[config.mk]
export PLATFORM = sky130hd
export DESIGN_NAME = vbpc_vbus_boost
export DESIGN_NICKNAME = d
export VERILOG_FILES = /design/src/verilog/vbpc_pwm_core.v /design/src/verilog/vbpc_cmp_filter.v /design/src/verilog/vbpc_vbus_boost.v
export VERILOG_INCLUDE_DIRS = /design/src /design/src/pkg
export SDC_FILE = /design/constraint.sdc
export NUM_CORES = 1
export LEC_CHECK = 0
export CAP_MARGIN = 20
export CORE_MARGIN = 2
export CORE_UTILIZATION = 50
export CTS_CLUSTER_SIZE = 24
export DETAILED_ROUTE_END_ITERATION = 8
export DONT_BUFFER_PORTS = 1
export GPL_TIMING_DRIVEN = 0
export PLACE_DENSITY = 0.68
export SLEW_MARGIN = 40
export SYNTH_ARGS = -nofsm -noshare
export SYNTH_HDL_FRONTEND = slang
export SYNTH_HIERARCHICAL = 1
export SYNTH_SLANG_ARGS = --single-unit
[constraint.sdc]
create_clock -name mclk -period 1.9 [get_ports mclk]
set_input_delay 0.095 -clock mclk [delete_from_list [all_inputs] [get_ports mclk]]
set_output_delay 0.095 -clock mclk [all_outputs]
set_load 0.01 [all_outputs]
[src/pkg/vbpc_regs.vh]
// register offsets, field positions, reset values and timing constants of the vbus boost block
`ifndef VBPC_REGS_VH
`define VBPC_REGS_VH

// ----------------------------------------------------------------
// register byte offsets
// ----------------------------------------------------------------
`define VBPC_USB_POWER_CONTROL_OFS 8'h00
`define VBPC_OTG_CONTROL_OFS       8'h04
`define VBPC_BOOST_PWM_RATE_OFS    8'h08
`define VBPC_BOOST_PWM_CONTROL_OFS 8'h0c
`define VBPC_XCVR_CONTROL_OFS      8'h10
`define VBPC_STATUS_OFS            8'h14

// ----------------------------------------------------------------
// field positions
// ----------------------------------------------------------------
`define VBPC_PWR_MODULE_ON_BIT     0
`define VBPC_OTG_DISCHARGE_BIT     0
`define VBPC_OTG_TARGET_SEL_BIT    1
`define VBPC_OTG_GEN_ENABLE_BIT    3
`define VBPC_RATE_PERIOD_LSB       0
`define VBPC_RATE_DUTY_LSB         8
`define VBPC_PWM_POLARITY_BIT      9
`define VBPC_PWM_COUNTER_EN_BIT    8
`define VBPC_PWM_UNIT_EN_BIT       15
`define VBPC_XCVR_DP_PULLUP_BIT    0
`define VBPC_XCVR_DM_PULLUP_BIT    1
`define VBPC_XCVR_DP_PULLDOWN_BIT  2
`define VBPC_XCVR_DM_PULLDOWN_BIT  3
`define VBPC_XCVR_EXT_GEN_BIT      4

// ----------------------------------------------------------------
// reset values
// ----------------------------------------------------------------
`define VBPC_RESET_WORD16          16'h0000
`define VBPC_RESET_BYTE            8'h00

// ----------------------------------------------------------------
// timing: comparator filter count limit; a level must hold one clock longer than this to pass
// ----------------------------------------------------------------
`define VBPC_CMP_FILTER_CYCLES     4'h3

// axi responses
`define VBPC_RESP_OKAY             2'b00
`define VBPC_RESP_SLVERR           2'b10

`endif

[src/verilog/vbpc_pwm_core.v]
// pwm counter and compare stage of the vbus boost assist
`timescale 1ns/1ps
module vbpc_pwm_core (
  // clock and reset
  input  wire       mclk,
  input  wire       rst_n,
  // control
  input  wire [7:0] period,
  input  wire [7:0] duty,
  input  wire       polarity,
  input  wire       counterEn,
  input  wire       unitEn,
  input  wire       holdOff,
  // output
  output reg        pwmOut,
  output wire [7:0] count
);

  reg  [7:0] count_q;
  reg  [7:0] count_d;
  wire       active;

  assign count = count_q;

  // ----------------------------------------------------------------
  // counter
  // ----------------------------------------------------------------
  always @* begin
    count_d = count_q;
    if (counterEn) begin
      if (count_q >= period)
        count_d = 8'h00;
      else
        count_d = count_q + 8'h01;
    end
  end

  always @(posedge mclk or negedge rst_n) begin
    if (!rst_n)
      count_q <= 8'h00;
    else
      count_q <= count_d;
  end

  // ----------------------------------------------------------------
  // compare and polarity
  // ----------------------------------------------------------------
  // comparator hold-off forces the switch to its idle level
  assign active = (count_q < duty) & ~holdOff;

  always @(posedge mclk or negedge rst_n) begin
    if (!rst_n)
      pwmOut <= 1'b0;
    else if (!unitEn)
      pwmOut <= 1'b0;
    else
      pwmOut <= active ^ polarity;
  end

endmodule // vbpc_pwm_core

[src/verilog/vbpc_cmp_filter.v]
// glitch filter for one comparator level input
`timescale 1ns/1ps
`include "vbpc_regs.vh"
module vbpc_cmp_filter (
  // clock and reset
  input  wire mclk,
  input  wire rst_n,
  // level
  input  wire rawIn,
  output reg  filtered
);

  reg [3:0] cnt_q;

  // output follows input only after it has held for the filter length
  always @(posedge mclk or negedge rst_n) begin
    if (!rst_n) begin
      cnt_q    <= 4'h0;
      filtered <= 1'b0;
    end else if (rawIn == filtered) begin
      cnt_q <= 4'h0;
    end else if (cnt_q >= `VBPC_CMP_FILTER_CYCLES) begin
      cnt_q    <= 4'h0;
      filtered <= rawIn;
    end else begin
      cnt_q <= cnt_q + 4'h1;
    end
  end

endmodule // vbpc_cmp_filter

[src/verilog/vbpc_vbus_boost.v]
// vbus boost pwm control block with axi4-lite register slave
`timescale 1ns/1ps
`include "vbpc_regs.vh"

module vbpc_vbus_boost (
  // clock and reset
  input  wire        mclk,
  input  wire        rst_n,
  // axi4-lite write address
  input  wire [7:0]  s_axi_awaddr,
  input  wire        s_axi_awvalid,
  output wire        s_axi_awready,
  // axi4-lite write data
  input  wire [31:0] s_axi_wdata,
  input  wire [3:0]  s_axi_wstrb,
  input  wire        s_axi_wvalid,
  output wire        s_axi_wready,
  // axi4-lite write response
  output reg  [1:0]  s_axi_bresp,
  output reg         s_axi_bvalid,
  input  wire        s_axi_bready,
  // axi4-lite read address
  input  wire [7:0]  s_axi_araddr,
  input  wire        s_axi_arvalid,
  output wire        s_axi_arready,
  // axi4-lite read data
  output reg  [31:0] s_axi_rdata,
  output reg  [1:0]  s_axi_rresp,
  output reg         s_axi_rvalid,
  input  wire        s_axi_rready,
  // boost supply
  output reg         boostPwm,
  output reg         boostPwmOe_n,
  output reg         busTargetHigh,
  output reg         busGenOn,
  output reg         busDischarge,
  // comparators
  input  wire        vbusAboveTarget,
  input  wire        overCurrent,
  // external transceiver
  output reg         dpPullup,
  output reg         dmPullup,
  output reg         dpPulldown,
  output reg         dmPulldown,
  output reg         extGenEnable
);

  // ----------------------------------------------------------------
  // registers
  // ----------------------------------------------------------------
  reg  [15:0] pwrCtrl_q;
  reg  [15:0] otgCtrl_q;
  reg  [15:0] pwmRate_q;
  reg  [15:0] pwmCtrl_q;
  reg  [15:0] xcvrCtrl_q;
  reg  [7:0]  awAddr_q;
  reg         awHeld_q;
  reg  [31:0] wData_q;
  reg  [3:0]  wStrb_q;
  reg         wHeld_q;
  wire        doWrite;
  wire        doRead;
  wire        cmpHigh;
  wire        cmpOverI;
  wire        pwmRaw;
  wire [7:0]  pwmCount;
  wire        moduleOn;
  wire        genActive;
  wire        onChipBoost;
  reg  [31:0] rdWord;

  // byte-lane merge for a 16-bit register
  function [15:0] mergeLanes;
    input [15:0] old;
    input [31:0] data;
    input [3:0]  strb;
    begin
      mergeLanes[7:0]  = strb[0] ? data[7:0]  : old[7:0];
      mergeLanes[15:8] = strb[1] ? data[15:8] : old[15:8];
    end
  endfunction

  // true when an address names a mapped register
  function isMapped;
    input [7:0] addr;
    begin
      case (addr)
        `VBPC_USB_POWER_CONTROL_OFS,
        `VBPC_OTG_CONTROL_OFS,
        `VBPC_BOOST_PWM_RATE_OFS,
        `VBPC_BOOST_PWM_CONTROL_OFS,
        `VBPC_XCVR_CONTROL_OFS,
        `VBPC_STATUS_OFS: isMapped = 1'b1;
        default:          isMapped = 1'b0;
      endcase
    end
  endfunction

  // word-aligned form of a byte address
  function [7:0] wordAddr;
    input [7:0] addr;
    begin
      wordAddr = {addr[7:2], 2'b00};
    end
  endfunction

  // true when software may write the register at an address
  function isWritable;
    input [7:0] addr;
    begin
      isWritable = isMapped(addr) && (addr != `VBPC_STATUS_OFS);
    end
  endfunction

  // ----------------------------------------------------------------
  // axi write channel
  // ----------------------------------------------------------------
  // address and data are parked in either order until both are in
  // no new write is taken while a response waits: one write in flight
  assign s_axi_awready = ~awHeld_q & ~s_axi_bvalid;
  assign s_axi_wready  = ~wHeld_q & ~s_axi_bvalid;
  assign doWrite       = awHeld_q & wHeld_q & ~s_axi_bvalid;

  always @(posedge mclk or negedge rst_n) begin
    if (!rst_n) begin
      awAddr_q     <= 8'h00;
      awHeld_q     <= 1'b0;
      wData_q      <= 32'h00000000;
      wStrb_q      <= 4'h0;
      wHeld_q      <= 1'b0;
      s_axi_bvalid <= 1'b0;
      s_axi_bresp  <= `VBPC_RESP_OKAY;
    end else begin
      if (s_axi_awvalid && s_axi_awready) begin
        awAddr_q <= wordAddr(s_axi_awaddr);
        awHeld_q <= 1'b1;
      end
      if (s_axi_wvalid && s_axi_wready) begin
        wData_q <= s_axi_wdata;
        wStrb_q <= s_axi_wstrb;
        wHeld_q <= 1'b1;
      end
      if (doWrite) begin
        awHeld_q     <= 1'b0;
        wHeld_q      <= 1'b0;
        s_axi_bvalid <= 1'b1;
        s_axi_bresp  <= isWritable(awAddr_q) ? `VBPC_RESP_OKAY : `VBPC_RESP_SLVERR;
      end else if (s_axi_bvalid && s_axi_bready) begin
        s_axi_bvalid <= 1'b0;
      end
    end
  end

  // ----------------------------------------------------------------
  // register writes
  // ----------------------------------------------------------------
  always @(posedge mclk or negedge rst_n) begin
    if (!rst_n) begin
      pwrCtrl_q  <= `VBPC_RESET_WORD16;
      otgCtrl_q  <= `VBPC_RESET_WORD16;
      pwmRate_q  <= `VBPC_RESET_WORD16;
      pwmCtrl_q  <= `VBPC_RESET_WORD16;
      xcvrCtrl_q <= `VBPC_RESET_WORD16;
    end else if (doWrite) begin
      case (awAddr_q)
        `VBPC_USB_POWER_CONTROL_OFS: pwrCtrl_q  <= mergeLanes(pwrCtrl_q, wData_q, wStrb_q);
        `VBPC_OTG_CONTROL_OFS:       otgCtrl_q  <= mergeLanes(otgCtrl_q, wData_q, wStrb_q);
        `VBPC_BOOST_PWM_RATE_OFS:    pwmRate_q  <= mergeLanes(pwmRate_q, wData_q, wStrb_q);
        `VBPC_BOOST_PWM_CONTROL_OFS: pwmCtrl_q  <= mergeLanes(pwmCtrl_q, wData_q, wStrb_q);
        `VBPC_XCVR_CONTROL_OFS:      xcvrCtrl_q <= mergeLanes(xcvrCtrl_q, wData_q, wStrb_q);
        // status and unmapped offsets were answered with an error: nothing changes
        default:                     pwrCtrl_q  <= pwrCtrl_q;
      endcase
    end
  end

  // ----------------------------------------------------------------
  // axi read channel
  // ----------------------------------------------------------------
  assign s_axi_arready = ~s_axi_rvalid;
  assign doRead        = s_axi_arvalid & s_axi_arready;

  // ----------------------------------------------------------------
  // read data select
  // ----------------------------------------------------------------
  // status word is live: it shows comparators and counter as they stand
  always @* begin
    case (wordAddr(s_axi_araddr))
      `VBPC_USB_POWER_CONTROL_OFS: rdWord = {16'h0000, pwrCtrl_q};
      `VBPC_OTG_CONTROL_OFS:       rdWord = {16'h0000, otgCtrl_q};
      `VBPC_BOOST_PWM_RATE_OFS:    rdWord = {16'h0000, pwmRate_q};
      `VBPC_BOOST_PWM_CONTROL_OFS: rdWord = {16'h0000, pwmCtrl_q};
      `VBPC_XCVR_CONTROL_OFS:      rdWord = {16'h0000, xcvrCtrl_q};
      `VBPC_STATUS_OFS:            rdWord = {20'h00000, cmpOverI, cmpHigh,
                                             genActive, boostPwm, pwmCount};
      default:                     rdWord = 32'h00000000;
    endcase
  end

  always @(posedge mclk or negedge rst_n) begin
    if (!rst_n) begin
      s_axi_rvalid <= 1'b0;
      s_axi_rdata  <= 32'h00000000;
      s_axi_rresp  <= `VBPC_RESP_OKAY;
    end else if (doRead) begin
      s_axi_rvalid <= 1'b1;
      s_axi_rresp  <= isMapped(wordAddr(s_axi_araddr)) ?
                      `VBPC_RESP_OKAY : `VBPC_RESP_SLVERR;
      s_axi_rdata  <= rdWord;
    end else if (s_axi_rvalid && s_axi_rready) begin
      s_axi_rvalid <= 1'b0;
    end
  end

  // ----------------------------------------------------------------
  // comparators
  // ----------------------------------------------------------------
  vbpc_cmp_filter uVoltCmp (
    .mclk     (mclk),
    .rst_n    (rst_n),
    .rawIn    (vbusAboveTarget),
    .filtered (cmpHigh)
  );

  vbpc_cmp_filter uCurrCmp (
    .mclk     (mclk),
    .rst_n    (rst_n),
    .rawIn    (overCurrent),
    .filtered (cmpOverI)
  );

  // ----------------------------------------------------------------
  // pwm generation
  // ----------------------------------------------------------------
  assign moduleOn    = pwrCtrl_q[`VBPC_PWR_MODULE_ON_BIT];
  // generation needs module power and no discharge
  assign genActive   = otgCtrl_q[`VBPC_OTG_GEN_ENABLE_BIT] & moduleOn &
                       ~otgCtrl_q[`VBPC_OTG_DISCHARGE_BIT];
  // external topology takes over from the on-chip boost
  assign onChipBoost = ~xcvrCtrl_q[`VBPC_XCVR_EXT_GEN_BIT];

  vbpc_pwm_core uPwm (
    .mclk      (mclk),
    .rst_n     (rst_n),
    .period    (pwmRate_q[`VBPC_RATE_PERIOD_LSB +: 8]),
    .duty      (pwmRate_q[`VBPC_RATE_DUTY_LSB +: 8]),
    .polarity  (pwmCtrl_q[`VBPC_PWM_POLARITY_BIT]),
    .counterEn (pwmCtrl_q[`VBPC_PWM_COUNTER_EN_BIT]),
    .unitEn    (pwmCtrl_q[`VBPC_PWM_UNIT_EN_BIT] & genActive & onChipBoost),
    .holdOff   (cmpHigh | cmpOverI),
    .pwmOut    (pwmRaw),
    .count     (pwmCount)
  );

  // ----------------------------------------------------------------
  // pin outputs
  // ----------------------------------------------------------------
  always @(posedge mclk or negedge rst_n) begin
    if (!rst_n) begin
      boostPwm      <= 1'b0;
      boostPwmOe_n  <= 1'b1;
      busTargetHigh <= 1'b0;
      busGenOn      <= 1'b0;
      busDischarge  <= 1'b0;
      extGenEnable  <= 1'b0;
    end else begin
      boostPwm      <= pwmRaw;
      boostPwmOe_n  <= ~(pwmCtrl_q[`VBPC_PWM_UNIT_EN_BIT] & onChipBoost);
      busTargetHigh <= otgCtrl_q[`VBPC_OTG_TARGET_SEL_BIT];
      busGenOn      <= genActive;
      busDischarge  <= otgCtrl_q[`VBPC_OTG_DISCHARGE_BIT];
      extGenEnable  <= genActive & ~onChipBoost;
    end
  end

  // ----------------------------------------------------------------
  // transceiver control pins
  // ----------------------------------------------------------------
  always @(posedge mclk or negedge rst_n) begin
    if (!rst_n) begin
      dpPullup      <= 1'b0;
      dmPullup      <= 1'b0;
      dpPulldown    <= 1'b0;
      dmPulldown    <= 1'b0;
    end else begin
      dpPullup      <= xcvrCtrl_q[`VBPC_XCVR_DP_PULLUP_BIT];
      dmPullup      <= xcvrCtrl_q[`VBPC_XCVR_DM_PULLUP_BIT];
      dpPulldown    <= xcvrCtrl_q[`VBPC_XCVR_DP_PULLDOWN_BIT];
      dmPulldown    <= xcvrCtrl_q[`VBPC_XCVR_DM_PULLDOWN_BIT];
    end
  end

endmodule // vbpc_vbus_boost

== After elaboration in Yosys (flattened, before gate mapping) ==
Index checks and enable logic that the tools add are counted.

* Register bits after elaboration: 173
* Input bits: 61
* Output and inout port bits: 51
* Word-level logic and storage cells: 126

* Add/sub/neg operators: 3
* Order comparisons: 4
* Equality and inequality tests: 13
* Multiplexer cells: 21
* Bitwise logic cells: 24
* Reduce and logical (&&, ||, !) cells: 25

{| class="wikitable"
|+ Operators with widths
! kind !! number
|-
| $pmux 16 s6 || 1
|-
| $reduce_and 3->1 || 10
|-
| $eq 6x2->1 const B || 4
|-
| $eq 6x3->1 const B || 4
|-
| $mux 4 || 4
|-
| $mux 1 || 13
|-
| $and 1x1->1 || 12
|-
| $eq 6x1->1 const B || 2
|-
| $reduce_or 6->1 || 2
|-
| $not 1->1 || 10
|-
| $add 4x1->4 const B || 2
|-
| $add 8x1->8 const B || 1
|-
| $ge 4x2->1 const B || 2
|-
| $ge 8x8->1 || 1
|-
| $logic_not 8->1 || 1
|-
| $lt 8x8->1 || 1
|-
| $mux 8 || 1
|-
| $reduce_bool 2->1 || 4
|-
| $logic_not 6->1 || 1
|-
| $ne 6x3->1 const B || 1
|-
| $logic_and 1x1->1 || 5
|-
| $mux 2 || 2
|-
| $reduce_and 2->1 || 2
|-
| $eq 1x1->1 || 2
|-
| 2 further kinds || 2
|}

== Longest topological paths before layout ==
Gate-level depths: netlist of run 1.

* Word-level depth: 6
* Gate-level depth with buffers: 7
* Gate-level depth less buffers: 7

== By module ==
The synthesis of run 1 kept the hierarchy.

{| class="wikitable"
|+ Modules (own cells, without submodules)
! module !! instances !! cells each !! area each (um^2) !! seq. area each (um^2)
|-
| vbpc_vbus_boost || 1 || 450 || 6003.3 || 3404.5
|-
| vbpc_pwm_core || 1 || 95 || 834.6 || 225.2
|-
| vbpc_cmp_filter || 2 || 12 || 188.9 || 125.1
|}

== Least setup slack after synthesis of run 1 ==
OpenSTA, ideal clock, no wires.

* Path type: register to register
* Start point: reg s_axi_bvalid
* End point: reg pwmRate_q[0]
* Library setup time: 125 ps
* Data arrival time: 1745 ps
* Data required time: 1775 ps
* Path slack: 31 ps
* Stages on the path, launching flop included: 7
* Path buffers: 2
* Clock period less this slack: 1869 ps
* Path through: dfrtp_1 > and3b_1 > buf_2 > and2_1 > buf_4 > nor3b_4 > mux2_2

* Cells in the longest elaborated chain, start to end: 3

{| class="wikitable"
|+ RTL lines
! what !! RTL line !! source
|-
| from (decl) || vbpc_vbus_boost.v:20 || <nowiki>output reg s_axi_bvalid,</nowiki>
|-
| from (signal assigned) || vbpc_vbus_boost.v:131 || <nowiki>s_axi_bvalid <= 1'b0;</nowiki>
|-
| from (signal assigned) || vbpc_vbus_boost.v:146 || <nowiki>s_axi_bvalid <= 1'b1;</nowiki>
|-
| from (signal assigned) || vbpc_vbus_boost.v:149 || <nowiki>s_axi_bvalid <= 1'b0;</nowiki>
|-
| $not 1->1 || vbpc_vbus_boost.v:122 || <nowiki>assign doWrite = awHeld_q & wHeld_q & ~s_axi_bvalid;</nowiki>
|-
| $and 1x1->1 || vbpc_vbus_boost.v:122 ||
|-
| $reduce_and 3->1 (no source line) || n/a ||
|-
| to (signal assigned) || vbpc_vbus_boost.v:161 || <nowiki>pwmRate_q <= `VBPC_RESET_WORD16;</nowiki>
|-
| to (signal assigned) || vbpc_vbus_boost.v:168 || <nowiki>`VBPC_BOOST_PWM_RATE_OFS: pwmRate_q <= mergeLanes(pwmRate_q, wData_q, wStrb_q);</nowiki>
|-
| to (decl) || vbpc_vbus_boost.v:53 || <nowiki>reg [15:0] pwmRate_q;</nowiki>
|}

Every way passes these cells.
A chain may end at the register's enable or synchronous reset.

== Worst setup path after layout of run 1 ==
* Start point: reg awAddr_q[5]
* End point: reg pwrCtrl_q[9]

* Cells in the longest elaborated chain, start to end: 2

{| class="wikitable"
|+ RTL lines
! what !! RTL line !! source
|-
| from (decl) || vbpc_vbus_boost.v:56 || <nowiki>reg [7:0] awAddr_q;</nowiki>
|-
| from (signal assigned) || vbpc_vbus_boost.v:135 || <nowiki>awAddr_q <= wordAddr(s_axi_awaddr);</nowiki>
|-
| $logic_not 8->1 || vbpc_vbus_boost.v:165 || <nowiki>case (awAddr_q)</nowiki>
|-
| $reduce_and 3->1 (no source line) || n/a ||
|-
| to (signal assigned) || vbpc_vbus_boost.v:159 || <nowiki>pwrCtrl_q <= `VBPC_RESET_WORD16;</nowiki>
|-
| to (signal assigned) || vbpc_vbus_boost.v:166 || <nowiki>`VBPC_USB_POWER_CONTROL_OFS: pwrCtrl_q <= mergeLanes(pwrCtrl_q, wData_q, wStrb_q);</nowiki>
|-
| to (signal assigned) || vbpc_vbus_boost.v:172 || <nowiki>default: pwrCtrl_q <= pwrCtrl_q;</nowiki>
|-
| to (decl) || vbpc_vbus_boost.v:51 || <nowiki>reg [15:0] pwrCtrl_q;</nowiki>
|}

Every way passes these cells.

==> qor.csv, run 1 <==
metric,value,unit
power_frac_seq,46.3,%
cts_root_buffer,clkbuf_16,
path_max_fanout,8,
worst_hold_path_type,in2async,
async_reset_ff_share,100,%
slew-limit-headroom,45.7,%
die-area,0.0154,mm^2
clk_pin_slew,0.06,ns
power_density,1350,mW/mm^2
die_y,124,um
instances_no_fill,848,
synth_seq_cells,155,
seq_area_frac_synth,53.8,%
die_w,124,um
ys_types,59,
mostFrequentLayoutCells,"dfrtp_1 (149), mux2_2 (92), buf_4 (32)",
max_freq,505,MHz
finalCritPeriodShare,104,%
grt_pass1_vias,4936,
synth_area_per_cell,12.7,um^2
rsz0062_at_grt,yes,
path_cells,"or4_4, buf_4, nor3_4, nand2_4, mux2_2",
drc,0,
firstDrtPassIters,5,
cp_top_family,simple AND/OR/NAND/NOR gates,
top_usage_layer,met2,
synth_area,0.00722,mm^2
clkPwrFrac,26.4,%
numPortBuffers,0,
timing.hold.ws,-0.622,ns
yosys_warnings,6,
final_common_cell,dfrtp_1,
std_cell_rows,43,
synth_edf_count,0,
diodes,0,
worstPathRequired,2.21,ns
reg2reg_slack,-0.08,ns
slowest_stage,or4_4,
dp_hpwl,11300,um
ctsHoldBuffers,31,
grt_antenna_before_repair,0,
finalHoldViolations,155,
grt_pass1_wl,27200,um
worst_pin_slew,0.813,ns
combinationalPowerShare,27.3,%
vias,4844,
critPathMaxStageDelay,0.57,ns
cts_buffer_depth,2,
critPathBufInv,1,
initial_core_util,51.6,%
dp.cells,768,
numCtsBuffers,17,
ir_drop,0.815,mV
status,finished with violations,
skew,0.00977,ns
grt_usage,24.3,%
setup_violations,16,
vias_per_cell,5.71,
cts_tree,built,
worstReg2RegStart,awAddr_q[5],
wl_per_cell,21.0,um
htree_levels,4,
grt_util_met1,31.5,%
crit_arrival,2.29,ns
leakagePower,4.10,nW
endpoint_kind,flip-flop,
r2r_cells,5,
pre_cts_ws,-0.386,ns
violations,"hold timing, setup timing",
power.internal,8.07,mW
area_growth_syn_to_layout,21.2,%
ios,112,
nFillCells,1086,
globalRouteOverflowTotal,0,
crit_type,reg2reg,
clock_sinks,155,
drv_cap,0,
fin_nets,734,
ys.flop_type,dfrtp_1,
timing.final.ws_setup,-0.0815,ns
switching_power,3.73,mW
cp-start-kind,flip-flop,
ant_nets,0,
first_iter_violations,395,
coreArea,0.0140,mm^2
met3_usage,5.49,%
p_sw_share,31.6,%
grt_max_degree,156,
fin_crit,1.98,ns
clock_latency,0.42,ns
drive_gt1_share,34.4,%
slew_violations,0,
met2_usage,39.9,%
syn_inst,569,
place_congestion,0.877,
worstReg2RegEnd,pwrCtrl_q[9],
wirelength,17800,um
worst max path at each step:
| stage | to | cells after the start | startpoint |
|---|---|---|---|
| floorplan | pwmRate_q[0] | 6 | s_axi_bvalid |
| global placement | s_axi_rdata[8] | 7 | s_axi_araddr[4] |
| detailed placement | s_axi_rdata[8] | 7 | s_axi_araddr[4] |
| CTS | pwmRate_q[2] | 7 | s_axi_bvalid |
| global route | pwrCtrl_q[3] | 5 | awAddr_q[4] |
| finish | pwrCtrl_q[9] | 5 | awAddr_q[5] |
through the flow:
step	setup TNS, ns	power, mW	util (%)	area [um^2]
final	-1.12	11.8	62.5	8740
after global routing	-2.86	12.4	62.5	8740
after CTS	-0.399	11.4	60.8	8510
after detailed placement	-13.90	8.02	53.7	7520
after global placement	-11.38	7.83	53.7	7510
after floorplan	0	7.29	-	7290
Yosys cell counts (all sizes together), types with 3 or more instances:
| cell | instances | area [um^2] |
|---|---|---|
| a31oi | 8 | 50.1 |
| buf | 27 | 184 |
| mux4 | 5 | 113 |
| a22oi | 5 | 37.5 |
| nor3b | 7 | 86.3 |
| conb | 3 | 11.3 |
| mux2 | 112 | 1270 |
| a21oi | 22 | 114 |
| a211oi | 6 | 45.0 |
| a211o | 9 | 78.8 |
| nand3 | 14 | 80.1 |
| nor2 | 31 | 116 |
| and2 | 4 | 26.3 |
| a221oi | 6 | 52.6 |
| clkbuf | 15 | 66.3 |
| ha | 18 | 225 |
| o21ai | 10 | 50.1 |
| xnor2 | 4 | 35.0 |
| dfrtp | 154 | 3850 |
| inv | 20 | 75.1 |
| or3 | 3 | 28.8 |
| nor3 | 10 | 65.1 |
| nand2b | 3 | 18.8 |
| nand3b | 7 | 52.6 |
| mux2i | 11 | 110 |
| nand4 | 8 | 62.6 |
| nand2 | 24 | 100 |
power by group through the flow:
stage / Sequential, mW / Clock [mW] / Combinational [mW]
after floorplan: 5.15 / 0 / 2.14
after global placement: 5.41 / 0 / 2.43
after detailed placement: 5.49 / 0 / 2.53
after CTS: 5.45 / 3.16 / 2.82
after global routing: 5.64 / 3.33 / 3.48
final: 5.47 / 3.11 / 3.22
cell families (layout without fill, tap and decap cells):
group	count (synthesis)	after routing	synth area share [%]
flip-flops	155	155	53.8
multiplexers	128	128	20.7
AND/OR/NAND/NOR	120	120	9.80
AO/OA/AOI/OAI	77	77	7.25
buffers and inverters	62	142	4.51
adder cells (fa/ha/maj)	18	18	3.12
XOR/XNOR	6	6	0.728
other	3	22	0.156
per-layer routing:
metal | vias to the layer above | wire length, um
met5 | - | 0
met4 | 0 | 327
met3 | 21 | 1070
met2 | 155 | 8770
met1 | 2481 | 7640
li1 | 2187 | -
worst reg2reg max path, cell delays in order, from the launching register on:
cell and delay (ns):
dfrtp_1 0.38, or4_4 0.57, buf_4 0.17, nor3_4 0.25, nand2_4 0.19, mux2_2 0.32
final cells by class:
type	instances	area, um^2	area share, %
Buffer	42	272	3.11
Clock buffer	20	437	4.99
Clock inverter	12	101	1.16
Inverter	20	75.1	0.859
Multi-Input combinational cell	371	3290	37.6
Sequential cell	155	3890	44.4
Tap cell	180	225	2.58
Timing Repair Buffer	48	462	5.28
registers in the layout, indices dropped and copies added (netlist names), 2 cells and up:
register and cells:
otgCtrl_q 16, uCurrCmp/cnt_q 4, wData_q 16, xcvrCtrl_q 16, uVoltCmp/cnt_q 4, wStrb_q 2, pwmCtrl_q 16, s_axi_rdata 16
awAddr_q 6, pwrCtrl_q 16, pwmRate_q 16, uPwm/count 8
repair_timing:
action / CTS / global route
resized for setup: 21 / 37
pin swaps: 3 / 10
gates cloned: 0 / 0
setup endpoints to repair: 95 / 44
buffers inserted: 4 / 13
endpoints found under the hold margin: 193 / 155
(Power assumes the default switching activity.)
==> inputs of run 2 (changes only) <==
--- a/config.mk
+++ b/config.mk
@@ -9,6 +9,7 @@
 export CAP_MARGIN = 20
 export CORE_MARGIN = 2
 export CORE_UTILIZATION = 50
+export CTS_BUF_LIST = sky130_fd_sc_hd__clkbuf_8 sky130_fd_sc_hd__clkbuf_16
 export CTS_CLUSTER_SIZE = 24
 export DETAILED_ROUTE_END_ITERATION = 8
 export DONT_BUFFER_PORTS = 1
@@ -19,3 +20,4 @@
 export SYNTH_HDL_FRONTEND = slang
 export SYNTH_HIERARCHICAL = 1
 export SYNTH_SLANG_ARGS = --single-unit
+export TNS_END_PERCENT = 50
==> qor.csv, run 2 (synthesis results as in run 1) <==
metric,value,unit,change
die_y,124,um,unchanged
numPortBuffers,0,,unchanged
multi_input_area,0.00325,mm^2,-1.1%
crit_type,reg2reg,,
first_iter_violations,312,,-21%
timing.final.ws_setup,-0.0261,ns,+0.0554 ns
die-area,0.0154,mm^2,unchanged
skew,0.00954,ns,-0.000229 ns
vias,4806,,-0.78%
critPathMaxStageDelay,0.55,ns,-0.02 ns
violations,"hold timing, setup timing",,
drc,0,,unchanged
nFillCells,1094,,+0.74%
ctsHoldBuffers,31,,unchanged
cts_buffer_depth,2,,unchanged
finalCritPeriodShare,101,%,-2.9 points
globalRouteOverflowTotal,0,,unchanged
final_common_cell,dfrtp_1,,
fin_crit,1.93,ns,-0.0554 ns
grt_pass1_vias,4947,,+0.22%
std_cell_rows,43,,unchanged
instances_no_fill,843,,-0.59%
htree_levels,4,,unchanged
fin_nets,729,,-0.68%
clock_latency,0.42,ns,about the same
crit_arrival,2.23,ns,-0.06 ns
ant_nets,0,,unchanged
dp.cells,768,,unchanged
numCtsBuffers,17,,unchanged
worst_pin_slew,0.816,ns,+0.00322 ns
leakagePower,4.05,nW,-1.2%
mostFrequentLayoutCells,"dfrtp_1 (149), mux2_2 (93), nor2_1 (31), dlygate4sd3_1 (31), buf_4 (28)",,
ir_drop,0.702,mV,-14%
power_density,1350,mW/mm^2,-0.31%
pre_cts_ws,-0.386,ns,unchanged
drv_cap,0,,unchanged
wl_per_cell,21.0,um,-0.15%
die_w,124,um,unchanged
clock_sinks,155,,unchanged
grt_usage,24.2,%,-0.071 points
cts_root_buffer,clkbuf_16,,
register_area,0.00389,mm^2,unchanged
max_freq,519,MHz,+2.9%
dp_hpwl,11300,um,unchanged
drive_gt1_share,33.8,%,-0.65 points
endpoint_kind,flip-flop,,
diodes,0,,unchanged
grt_pass1_wl,27100,um,-0.20%
wirelength,17700,um,-0.74%
coreArea,0.0140,mm^2,unchanged
timing.hold.ws,-0.627,ns,-0.00445 ns
path_max_fanout,8,,unchanged
finalHoldViolations,155,,unchanged
cp-start-kind,flip-flop,,
setup_violations,3,,-13
slew_violations,0,,unchanged
worstPathRequired,2.20,ns,about the same
slowest_stage,or4_4,,
worst_hold_path_type,in2async,,
area_growth_syn_to_layout,20.1,%,
cts_tree,built,,
vias_per_cell,5.70,,-0.20%
rsz0062_at_grt,yes,,
initial_core_util,51.6,%,unchanged
slew-limit-headroom,45.5,%,-0.22 points
firstDrtPassIters,4,,-1
ios,112,,unchanged
place_congestion,0.877,,unchanged
grt_antenna_before_repair,0,,unchanged
clk_pin_slew,0.06,ns,about the same
path_cells,"or4_4, nor3b_4, nand2_4, mux2_4",,
grt_max_degree,156,,unchanged
status,finished with violations,,
-- run 2: cell count changes in the layout (fill, tap and decap cells not counted) --
cell and delta:
nand3_4 -2, clkbuf_1 -2, nand2_4 -2, clkbuf_2 -1, inv_1 +3, mux2_2 +1, buf_4 -4, mux2_4 -1
nand2_2 +2, nand3_2 +2, nor3_4 -1, buf_6 -1, nor3_2 +1
-- run 2: cell type report --
class | count | share of cell area (%)
sequential | 155 | 44.8
buffer | 42 | 3.12
inverter | 20 | 0.866
tap | 180 | 2.60
multi-input combinational | 371 | 37.5
clock buffer | 17 | 4.91
clock inverter | 15 | 1.30
timing repair buffer | 43 | 4.85
-- run 2: power breakdown --
group          internal (mW)  switching (mW)
combinational           1.77            1.34
clock                   1.77            1.31
sequential              4.44            1.02
total                   7.98            3.68
-- run 2: per-stage QoR --
step / hold WS, ns / instance area, um^2 / total power, mW / setup TNS (ns) / util [%]
floorplan: -0.201 / 7290 / 7.29 / 0 / -
global placement: -0.192 / 7510 / 7.83 / -11.38 / 53.7
detailed placement: -0.193 / 7520 / 8.02 / -13.90 / 53.7
CTS: -0.645 / 8470 / 11.4 / -0.423 / 60.6
global route: -0.650 / 8670 / 12.3 / -2.25 / 61.9
finish: -0.627 / 8670 / 11.7 / -0.0442 / 61.9
-- run 2: worst paths after layout --
| kind | start | endpoint | slack, ns | cells after the start |
|---|---|---|---|---|
| setup / recovery | awAddr_q[4] | otgCtrl_q[3] | -0.03 | 4 |
| hold / removal | rst_n | uCurrCmp/cnt_q[0] | -0.63 | 0 |
| setup reg to reg | awAddr_q[4] | otgCtrl_q[3] | -0.03 | 4 |
| hold reg to reg | uPwm/pwmOut | boostPwm | 0.37 | 0 |
| max in group asynchronous | rst_n | boostPwmOe_n | 2.25 | 0 |
| min in group mclk | s_axi_arvalid | s_axi_rvalid | 0.08 | 2 |
-- run 2: what timing repair did --
action,4_1_cts,5_1_grt
hold endpoints to repair,193,155
buffers inserted,4,8
resized for setup,13,37
pin swaps,4,9
gates cloned,0,0
setup endpoints to repair,95,75
-- run 2: routing by layer --
layer  up-vias  GRT usage (%)  wire [um]
met2       151           39.7       8640
met5         -              0          0
met4         0           9.13        425
li1       2172              -          -
met1      2452           31.4       7500
met3        31           5.49       1110
-- run 2: worst max-delay path, delay by kind of cell (launching register included) --
| kind | cells | cell delay [ns] |
|---|---|---|
| flip-flops | 1 | 0.41 |
| multiplexers | 1 | 0.33 |
| AND/OR/NAND/NOR | 3 | 1.07 |
